File: src/vmd_defines.svh
/*
 * register indices, field positions, reset values and write masks of the
 * vector-magnitude change detector.
 * assumes the includer maps each index to byte address index*4 on apb.
 */
//
// Function
// - when enabled, flag a change when vector distance exceeds threshold past the debounce count.
// - reference vector stays internal and is never readable through registers.
// - latch off: event flag follows the debounced condition in real time.
// - latch on: event flag holds until the interrupt source register is read.
// - select bit 0: current x, y, z samples become the reference at enable.
// - select bit 1: initial reference comes from the initial-reference registers.
// - hold bit 0: reference takes current samples whenever the event triggers.
// - hold bit 1: reference stays as loaded at enable on trigger.
// - select and hold both 1: writes to initial-reference registers reach the reference one cycle after the write.
// - enable bit 1 starts detection and loads reference; 0, the default, stops it.
// - clear mode 0: below-threshold sample decrements the debounce counter by one.
// - clear mode 1: below-threshold sample clears the debounce counter.
// - threshold is 13-bit unsigned, bits 12:8 high register, 7:0 low register.
// - debounce period is the 8-bit count times one sample period.
// - initial reference is signed 14-bit, high register holds bits 13:8.
// - low initial-reference registers hold bits 7:0, x low at index 0x64.
`ifndef VMD_DEFINES_SVH
`define VMD_DEFINES_SVH

// ----------------------------------------------------------------------
// register indices (byte address is four times the index)
// ----------------------------------------------------------------------
`define VMD_IDX_INTSRC 10'h00c
`define VMD_IDX_MASK 10'h00d
`define VMD_IDX_STATUS 10'h00e
`define VMD_IDX_CFG 10'h05f
`define VMD_IDX_THS_HI 10'h060
`define VMD_IDX_THS_LO 10'h061
`define VMD_IDX_CNT 10'h062
`define VMD_IDX_INITX_HI 10'h063
`define VMD_IDX_INITZ_LO 10'h068

// ----------------------------------------------------------------------
// field positions
// ----------------------------------------------------------------------
`define VMD_CFG_LATCH 6
`define VMD_CFG_INITSEL 5
`define VMD_CFG_UPDHOLD 4
`define VMD_CFG_EN 3
`define VMD_THS_CLRMODE 7

// ----------------------------------------------------------------------
// reset values and write masks
// ----------------------------------------------------------------------
`define VMD_RST_BYTE 8'h00
`define VMD_MASK_CFG 8'h78
`define VMD_MASK_THS_HI 8'h9f
`define VMD_MASK_INIT_HI 8'h3f
`define VMD_MASK_IRQ 2'h3

`endif

File: src/vmd_pkg.sv
/*
 * types of the vector-magnitude change detector: bus carrier, sample
 * carrier, state encoding and the module's whole state record.
 * assumes nothing beyond a systemverilog compiler.
 */
`default_nettype none

package vmd_pkg;

    // ------------------------------------------------------------------
    // carriers
    // ------------------------------------------------------------------
    typedef struct packed {
        logic psel;
        logic penable;
        logic pwrite;
        logic [11:0] paddr;
        logic [31:0] pwdata;
    } vmd_apb_req_t;

    typedef struct packed {
        logic valid;
        logic signed [13:0] x;
        logic signed [13:0] y;
        logic signed [13:0] z;
    } vmd_sample_t;

    // ------------------------------------------------------------------
    // state
    // ------------------------------------------------------------------
    typedef enum logic [1:0] {
        VMD_OFF = 2'b01,
        VMD_RUN = 2'b10
    } vmd_state_t;

    typedef struct packed {
        vmd_state_t st;
        logic [7:0] cfg;
        logic [7:0] thsHi;
        logic [7:0] thsLo;
        logic [7:0] cntLim;
        logic [5:0][7:0] init;
        logic [2:0][13:0] refVec;
        logic [7:0] dbCnt;
        logic condPrev;
        logic evtFlag;
        logic applyPend;
        logic [1:0] status;
        logic [1:0] mask;
        logic [31:0] prdata;
    } vmd_regs_t;

endpackage : vmd_pkg

`default_nettype wire

File: src/vmd_detector.sv
/*
 * vector-magnitude change detector with an apb register slave.
 * assumes sample.valid pulses once per output sample while x, y, z hold
 * the latest output between pulses, and a single apb master on clk.
 */
// Chosen here: the APB register port.
`timescale 1ns/1ps
`default_nettype none
`include "vmd_defines.svh"

module vmd_detector (
    // clock and reset
    input wire logic clk,
    input wire logic sys_rst,
    // apb slave
    input wire vmd_pkg::vmd_apb_req_t apbReq,
    output logic [31:0] prdata,
    output logic pready,
    output logic pslverr,
    // accelerometer samples
    input wire vmd_pkg::vmd_sample_t sample,
    // event outputs
    output logic eventFlag,
    output logic irq
);
    import vmd_pkg::*;

    vmd_regs_t q;
    vmd_regs_t n;

    // ------------------------------------------------------------------
    // helpers
    // ------------------------------------------------------------------
    function automatic logic [29:0] sq_diff(input logic signed [13:0] a, input logic signed [13:0] b);
        logic signed [14:0] d;
        logic [14:0] m;
        d = 15'(a) - 15'(b);
        m = d[14] ? 15'(-d) : d;
        return 30'(m) * 30'(m);
    endfunction : sq_diff

    function automatic logic [13:0] init_val(input logic [7:0] hi, input logic [7:0] lo);
        return {hi[5:0], lo};
    endfunction : init_val

    // ------------------------------------------------------------------
    // bus decode
    // ------------------------------------------------------------------
    logic [9:0] idx;
    logic setupPh;
    logic wrAcc;
    logic rdAcc;
    logic mapped;
    logic [12:0] ths;
    logic [31:0] distSq;
    logic [31:0] thsSq;
    logic above;

    assign idx = apbReq.paddr[11:2];
    assign setupPh = apbReq.psel & ~apbReq.penable;
    assign wrAcc = apbReq.psel & apbReq.penable & apbReq.pwrite;
    assign rdAcc = apbReq.psel & apbReq.penable & ~apbReq.pwrite;
    assign mapped = (idx == `VMD_IDX_INTSRC) || (idx == `VMD_IDX_MASK) || (idx == `VMD_IDX_STATUS)
                    || (idx >= `VMD_IDX_CFG && idx <= `VMD_IDX_INITZ_LO);

    // comparing squares avoids a square-root unit and is exact for integers
    assign ths = {q.thsHi[4:0], q.thsLo};
    logic [2:0][13:0] axisNow;
    logic [2:0][29:0] axisSq;

    assign axisNow[0] = sample.x;
    assign axisNow[1] = sample.y;
    assign axisNow[2] = sample.z;

    // one squared difference per axis
    for (genvar g = 0; g < 3; g++) begin : g_axis
        assign axisSq[g] = sq_diff(axisNow[g], q.refVec[g]);
    end

    assign distSq = 32'(axisSq[0]) + 32'(axisSq[1]) + 32'(axisSq[2]);
    assign thsSq = 32'(26'(ths) * 26'(ths));
    assign above = distSq > thsSq;

    // ------------------------------------------------------------------
    // next state
    // ------------------------------------------------------------------
    always_comb begin
        logic [7:0] wb;
        logic [7:0] rv;
        logic [9:0] ii;
        logic [7:0] cntNew;
        logic cond;
        logic trig;
        wb = apbReq.pwdata[7:0];
        rv = 8'h00;
        ii = 10'h000;
        cntNew = 8'h00;
        cond = 1'b0;
        trig = 1'b0;
        n = q;
        n.applyPend = 1'b0;

        // writes take effect only in the access phase
        if (wrAcc) begin
            if (idx == `VMD_IDX_MASK) begin
                n.mask = wb[1:0] & `VMD_MASK_IRQ;
            end else if (idx == `VMD_IDX_CFG) begin
                n.cfg = wb & `VMD_MASK_CFG;
            end else if (idx == `VMD_IDX_THS_HI) begin
                n.thsHi = wb & `VMD_MASK_THS_HI;
            end else if (idx == `VMD_IDX_THS_LO) begin
                n.thsLo = wb;
            end else if (idx == `VMD_IDX_CNT) begin
                n.cntLim = wb;
            end else if (idx >= `VMD_IDX_INITX_HI && idx <= `VMD_IDX_INITZ_LO) begin
                ii = idx - `VMD_IDX_INITX_HI;
                n.init[ii[2:0]] = ii[0] ? wb : (wb & `VMD_MASK_INIT_HI);
                n.applyPend = q.cfg[`VMD_CFG_INITSEL] & q.cfg[`VMD_CFG_UPDHOLD];
            end
        end

        // read data is captured in the setup phase; references never appear
        if (setupPh && !apbReq.pwrite) begin
            if (idx == `VMD_IDX_INTSRC) begin
                n.prdata = {29'h0, q.evtFlag, q.status};
            end else if (idx == `VMD_IDX_MASK) begin
                n.prdata = {30'h0, q.mask};
            end else if (idx == `VMD_IDX_STATUS) begin
                n.prdata = {16'h0, q.dbCnt, 6'h00, q.condPrev, q.st == VMD_RUN};
            end else if (idx == `VMD_IDX_CFG) begin
                n.prdata = {24'h0, q.cfg};
            end else if (idx == `VMD_IDX_THS_HI) begin
                n.prdata = {24'h0, q.thsHi};
            end else if (idx == `VMD_IDX_THS_LO) begin
                n.prdata = {24'h0, q.thsLo};
            end else if (idx == `VMD_IDX_CNT) begin
                n.prdata = {24'h0, q.cntLim};
            end else if (idx >= `VMD_IDX_INITX_HI && idx <= `VMD_IDX_INITZ_LO) begin
                ii = idx - `VMD_IDX_INITX_HI;
                rv = q.init[ii[2:0]];
                n.prdata = {24'h0, rv};
            end else begin
                n.prdata = 32'h0;
            end
        end

        // reading the source register clears sticky bits and a latched flag
        if (rdAcc && idx == `VMD_IDX_INTSRC) begin
            n.status = 2'b00;
            if (q.cfg[`VMD_CFG_LATCH]) begin
                n.evtFlag = 1'b0;
            end
        end

        // host writes go live a cycle after the register update
        if (q.applyPend && q.st == VMD_RUN) begin
            for (int a = 0; a < 3; a++) begin
                n.refVec[a] = init_val(q.init[2 * a], q.init[2 * a + 1]);
            end
        end

        case (q.st)
            VMD_OFF: begin
                if (n.cfg[`VMD_CFG_EN]) begin
                    n.st = VMD_RUN;
                    n.dbCnt = 8'h00;
                    n.condPrev = 1'b0;
                    if (!q.cfg[`VMD_CFG_LATCH]) begin
                        n.evtFlag = 1'b0;
                    end
                    if (n.cfg[`VMD_CFG_INITSEL]) begin
                        for (int a = 0; a < 3; a++) begin
                            n.refVec[a] = init_val(n.init[2 * a], n.init[2 * a + 1]);
                        end
                    end else begin
                        n.refVec[0] = sample.x;
                        n.refVec[1] = sample.y;
                        n.refVec[2] = sample.z;
                    end
                end
            end
            VMD_RUN: begin
                if (!n.cfg[`VMD_CFG_EN]) begin
                    n.st = VMD_OFF;
                    n.dbCnt = 8'h00;
                    n.condPrev = 1'b0;
                    if (!q.cfg[`VMD_CFG_LATCH]) begin
                        n.evtFlag = 1'b0;
                    end
                end else if (sample.valid) begin
                    // one count per sample, so the period is count times 1/odr
                    if (above) begin
                        cntNew = (q.dbCnt >= q.cntLim) ? q.cntLim : q.dbCnt + 8'h01;
                    end else if (q.thsHi[`VMD_THS_CLRMODE]) begin
                        cntNew = 8'h00;
                    end else begin
                        cntNew = (q.dbCnt == 8'h00) ? 8'h00 : q.dbCnt - 8'h01;
                    end
                    n.dbCnt = cntNew;
                    // with a zero count the condition needs the sample itself above
                    cond = (cntNew == q.cntLim) && (above || q.cntLim != 8'h00);
                    trig = cond & ~q.condPrev;
                    n.condPrev = cond;
                    if (trig) begin
                        n.status[0] = 1'b1;
                        if (!q.cfg[`VMD_CFG_UPDHOLD]) begin
                            n.refVec[0] = sample.x;
                            n.refVec[1] = sample.y;
                            n.refVec[2] = sample.z;
                        end // hold bit leaves reference alone
                    end
                    if (q.condPrev && !cond) begin
                        n.status[1] = 1'b1;
                    end
                    if (q.cfg[`VMD_CFG_LATCH]) begin
                        n.evtFlag = n.evtFlag | trig;
                    end else begin
                        n.evtFlag = cond;
                    end
                end
            end
            default: begin
                n.st = VMD_OFF;
            end
        endcase
    end

    // ------------------------------------------------------------------
    // state register
    // ------------------------------------------------------------------
    always_ff @(posedge clk or posedge sys_rst) begin
        if (sys_rst) begin
            q <= '{st: VMD_OFF, cfg: `VMD_RST_BYTE, thsHi: `VMD_RST_BYTE, thsLo: `VMD_RST_BYTE,
                   cntLim: `VMD_RST_BYTE, init: '0, refVec: '0, dbCnt: 8'h00, condPrev: 1'b0,
                   evtFlag: 1'b0, applyPend: 1'b0, status: 2'b00, mask: 2'b00, prdata: 32'h0};
        end else begin
            q <= n;
        end
    end

    // ------------------------------------------------------------------
    // outputs
    // ------------------------------------------------------------------
    assign prdata = q.prdata;
    assign pready = 1'b1;
    assign pslverr = apbReq.psel & apbReq.penable & ~mapped;
    assign eventFlag = q.evtFlag;
    assign irq = |(q.status & q.mask);

endmodule : vmd_detector
`default_nettype wire

File: config.mk
export PLATFORM = sky130hd
export DESIGN_NAME = vmd_detector
export DESIGN_NICKNAME = d
export VERILOG_FILES = /design/src/vmd_pkg.sv /design/src/vmd_detector.sv
export VERILOG_INCLUDE_DIRS = /design/src
export SDC_FILE = /design/constraint.sdc
export NUM_CORES = 2
export LEC_CHECK = 0
export BUFFER_PORTS_ARGS = -buffer_cell sky130_fd_sc_hd__clkbuf_2
export CORE_ASPECT_RATIO = 2
export CORE_MARGIN = 2
export CORE_UTILIZATION = 30
export CTS_CLUSTER_DIAMETER = 150
export DETAILED_ROUTE_END_ITERATION = 10
export PLACE_DENSITY = 0.5
export REMOVE_ABC_BUFFERS = 1
export SETUP_SLACK_MARGIN = 0.2
export SLEW_MARGIN = 20
export SYNTH_ARGS = -nofsm -noshare
export SYNTH_HDL_FRONTEND = slang
export SYNTH_SLANG_ARGS = --single-unit
export TNS_END_PERCENT = 50
File: constraint.sdc
create_clock -name clk -period 16.38 [get_ports clk]
set_input_delay 4.914 -clock clk [delete_from_list [all_inputs] [get_ports clk]]
set_output_delay 4.914 -clock clk [all_outputs]
set_load 0.01 [all_outputs]
==> flow_metrics.py <==
metrics = {
    "placement": {
        "pre_cts_slack_ps": -2532,
        "place.gp.congestion": 0.9655,
        "io_buffers": 84,
        "hpwl_um": 109000,
    },
    "critical_path": {
        "regToRegStartpoint": "q[75]",
        "endpoint_kind": "flop",
        "cpMostUsedCell": "fa_1",
        "crit-reg2reg-capture": "q[70]",
        "worstPathRequired_ps": 16790,
        "worst_path_max_delay_cell": "fa_2",
        "critPathLaunchType": "primary input",
        "reg2regPathDepth": 56,
        "worst_path_largest_cell_delay_ps": 670,
        "crit_arrival_ps": 17590,
        "criticalPathCategory": "in2reg",
        "reg2reg_slack_ps": 3350,
        "path_max_fanout": 7,
    },
    "route": {
        "drc": 0,
        "m1WireLength_um": 37710,
        "vias": 31070,
        "top_layer": "met4",
        "met3WireLength_um": 2857,
        "vias_per_cell": 4.877,
        "wl_met2_um": 74390,
        "first_iter_violations": 1406,
        "first_pass_iters": 5,
        "ant_nets": 0,
        "drt_wl_total_um": 128900,
        "wire_per_inst_um": 20.23,
    },
    "die": {
        "start_util_pct": 30.25,
        "dieArea_um2": 125800,
        "core_area_um2": 121800,
        "rows": 181,
        "die_x_um": 251.8,
        "io_pins": 128,
        "die_h_um": 499.7,
    },
    "sta": {
        "rsz0062_at_grt": "true",
        "worstMarginPinSlew_ps": 1247,
        "setup_viol": 54,
        "final_hold_viol_count": 0,
        "setup_ws_ps": -798.8,
        "period_share_pct": 104.9,
        "slew_violations": 0,
        "fin_crit_ps": 17180,
        "finClkSkew_ps": 19.04,
        "fmax_ghz": 0.05821,
        "maxSlewHeadroom_pct": 16.56,
    },
    "clock_network": {
        "cts_max_path_buffers": 3,
        "cts_root_buf": "clkbuf_16",
        "numCtsBuffers": 25,
        "cts.clk_slew.worst_paths_ps": 60,
        "cts_tree": "yes",
        "cts_max_level": 4,
        "clock_latency_ps": 510,
        "cts_hold_buf": 0,
        "cts.sinks": 149,
    },
    "flow_run": {
        "maxCapViolCount": 0,
    },
    "grt": {
        "first_global_vias": 34350,
        "grt_overflow": 0,
        "grt_usage_pct": 20.68,
        "grt_max_degree": 64,
        "grt_pass1_wl_um": 195400,
        "antenna_found_initial": 1,
    },
    "layout": {
        "final_cell_mix": "inv_1, buf_4, fa_1",
        "post-route-util_pct": 37.76,
        "layout_commonest_cell": "inv_1",
        "multi_input_area_um2": 30060,
        "seq_area_um2": 3731,
        "nNetsFinal": 5924,
        "syn2layout_area_growth_pct": 24.84,
        "nFillCells": 12680,
        "drive_above_1_share_pct": 23.90,
    },
    "synthesis": {
        "ys.flop_type": "dfrtp_1",
        "synth-seq-cells": 149,
        "avgSynthCellArea_um2": 8.908,
        "ys_warn_count": 0,
        "synth_area_um2": 36850,
        "synthArstFlopShare_pct": 100.0,
        "synth.distinct_cells": 89,
        "seq_area_frac_synth_pct": 10.12,
        "synthCells": 4137,
        "synth-edff-count": 0,
    },
    "outcome": {
        "status": "finished, violations left",
        "violations": "setup timing",
    },
    "hold_path": {
        "hold_path_depth": 1,
        "hp-class": "reg2reg",
    },
}
## synth_stat cells, types with 12 or more instances
| cell | count | share of area [%] |
|---|---|---|
| inv_1 | 952 | 9.7 |
| fa_1 | 630 | 34 |
| ha_1 | 392 | 13 |
| nand2_1 | 302 | 3.1 |
| nor2_1 | 259 | 2.6 |
| a21oi_1 | 159 | 2.2 |
| dfrtp_1 | 148 | 10 |
| clkbuf_1 | 114 | 1.2 |
| o21ai_0 | 103 | 1.4 |
| xnor2_1 | 97 | 2.3 |
| and2_1 | 72 | 1.2 |
| nor3_1 | 68 | 0.92 |
| nand4_1 | 61 | 1.0 |
| xor2_1 | 59 | 1.4 |
| mux2i_1 | 55 | 1.5 |
| and3_1 | 54 | 0.92 |
| nand2b_1 | 48 | 0.81 |
| o211ai_1 | 48 | 0.98 |
| nor3b_1 | 43 | 0.88 |
| a21o_1 | 40 | 0.81 |
| nand3_1 | 38 | 0.52 |
| buf_4 | 34 | 0.69 |
| mux2_2 | 30 | 0.92 |
| a221oi_1 | 28 | 0.67 |
| nor2b_1 | 28 | 0.48 |
| a22o_1 | 20 | 0.48 |
| or2_2 | 17 | 0.29 |
| a211oi_1 | 14 | 0.29 |
| o21ai_1 | 14 | 0.19 |
| or3_1 | 13 | 0.22 |
| a221oi_2 | 12 | 0.49 |
| nor4_1 | 12 | 0.20 |
## kinds of logic (layout without fill, tap and decap cells)
| logic type | Yosys count | in the layout | synth area share, % |
|---|---|---|---|
| buf+inv | 1135 | 1768 | 12.03 |
| simple gates | 1041 | 1041 | 13.85 |
| fa+ha+maj | 1022 | 1022 | 47.53 |
| compound gates | 535 | 535 | 9.676 |
| xor+xnor | 159 | 159 | 3.840 |
| flops | 149 | 149 | 10.12 |
| mux | 94 | 94 | 2.940 |
| other cells | 2 | 48 | 0.02038 |
## state kept, by name, indices dropped and copies added (netlist names), named ones only
signal,cells
prdata,16
eventFlag,1
q,126
## metrics by stage
stage	std cells	instance area, um^2	hold slack [ps]	setup TNS, ps
6_report	6371	46010	477.3	-33420
4_1_cts	6346	45170	481.2	-37550
3_5_place_dp	6255	43190	467.5	-124340
3_3_place_gp	6255	43190	463.2	-121430
2_1_floorplan	4017	36230	447.4	-80390
5_1_grt	6371	46010	505.7	-57600
## area by class of cell
| type | count | area share [%] |
|---|---|---|
| Timing Repair Buffer | 766 | 12.84 |
| Sequential cell | 149 | 8.109 |
| Multi-Input combinational cell | 2898 | 65.34 |
| Clock buffer | 29 | 1.414 |
| Clock inverter | 3 | 0.09246 |
| Tap cell | 1555 | 4.229 |
| Antenna cell | 1 | 0.005439 |
| Inverter | 970 | 7.973 |
## per-layer routing
layer | up-vias | global-route usage (%)
li1 | 14350 | -
met1 | 15590 | 17.66
met2 | 740 | 41.83
met3 | 394 | 1.361
met4 | 0 | 18.37
met5 | - | 0
## worst max-delay path, delay by kind of cell
kind	cells	cell delay, ps
xor gates and xnor gates	3	570
adders and majority gates	13	5680
buffers and inverters	16	1790
AOI/OAI and AO/OA	18	3420
and+or+nand+nor	7	1010
muxes	1	170
## worst max-delay path by stage
stage,from,endpoint,cells after the start
floorplan,sample[0],q[69],50
detailed placement,sample[28],q[49],57
CTS,sample[14],q[77],60
global placement,sample[28],q[49],57
global route,sample[28],q[70],62
finish,sample[14],q[70],58
## timing repair
item                       4_1_cts  5_1_grt
cloned                           3        4
setup endpoints to repair       54       54
resized for setup              212      164
pin swaps                      110      119
setup buffers                   56       20
Power is left out: the tool's default activity adds up to more than one toggle a clock period on the data nets, which glitch-free logic cannot reach.
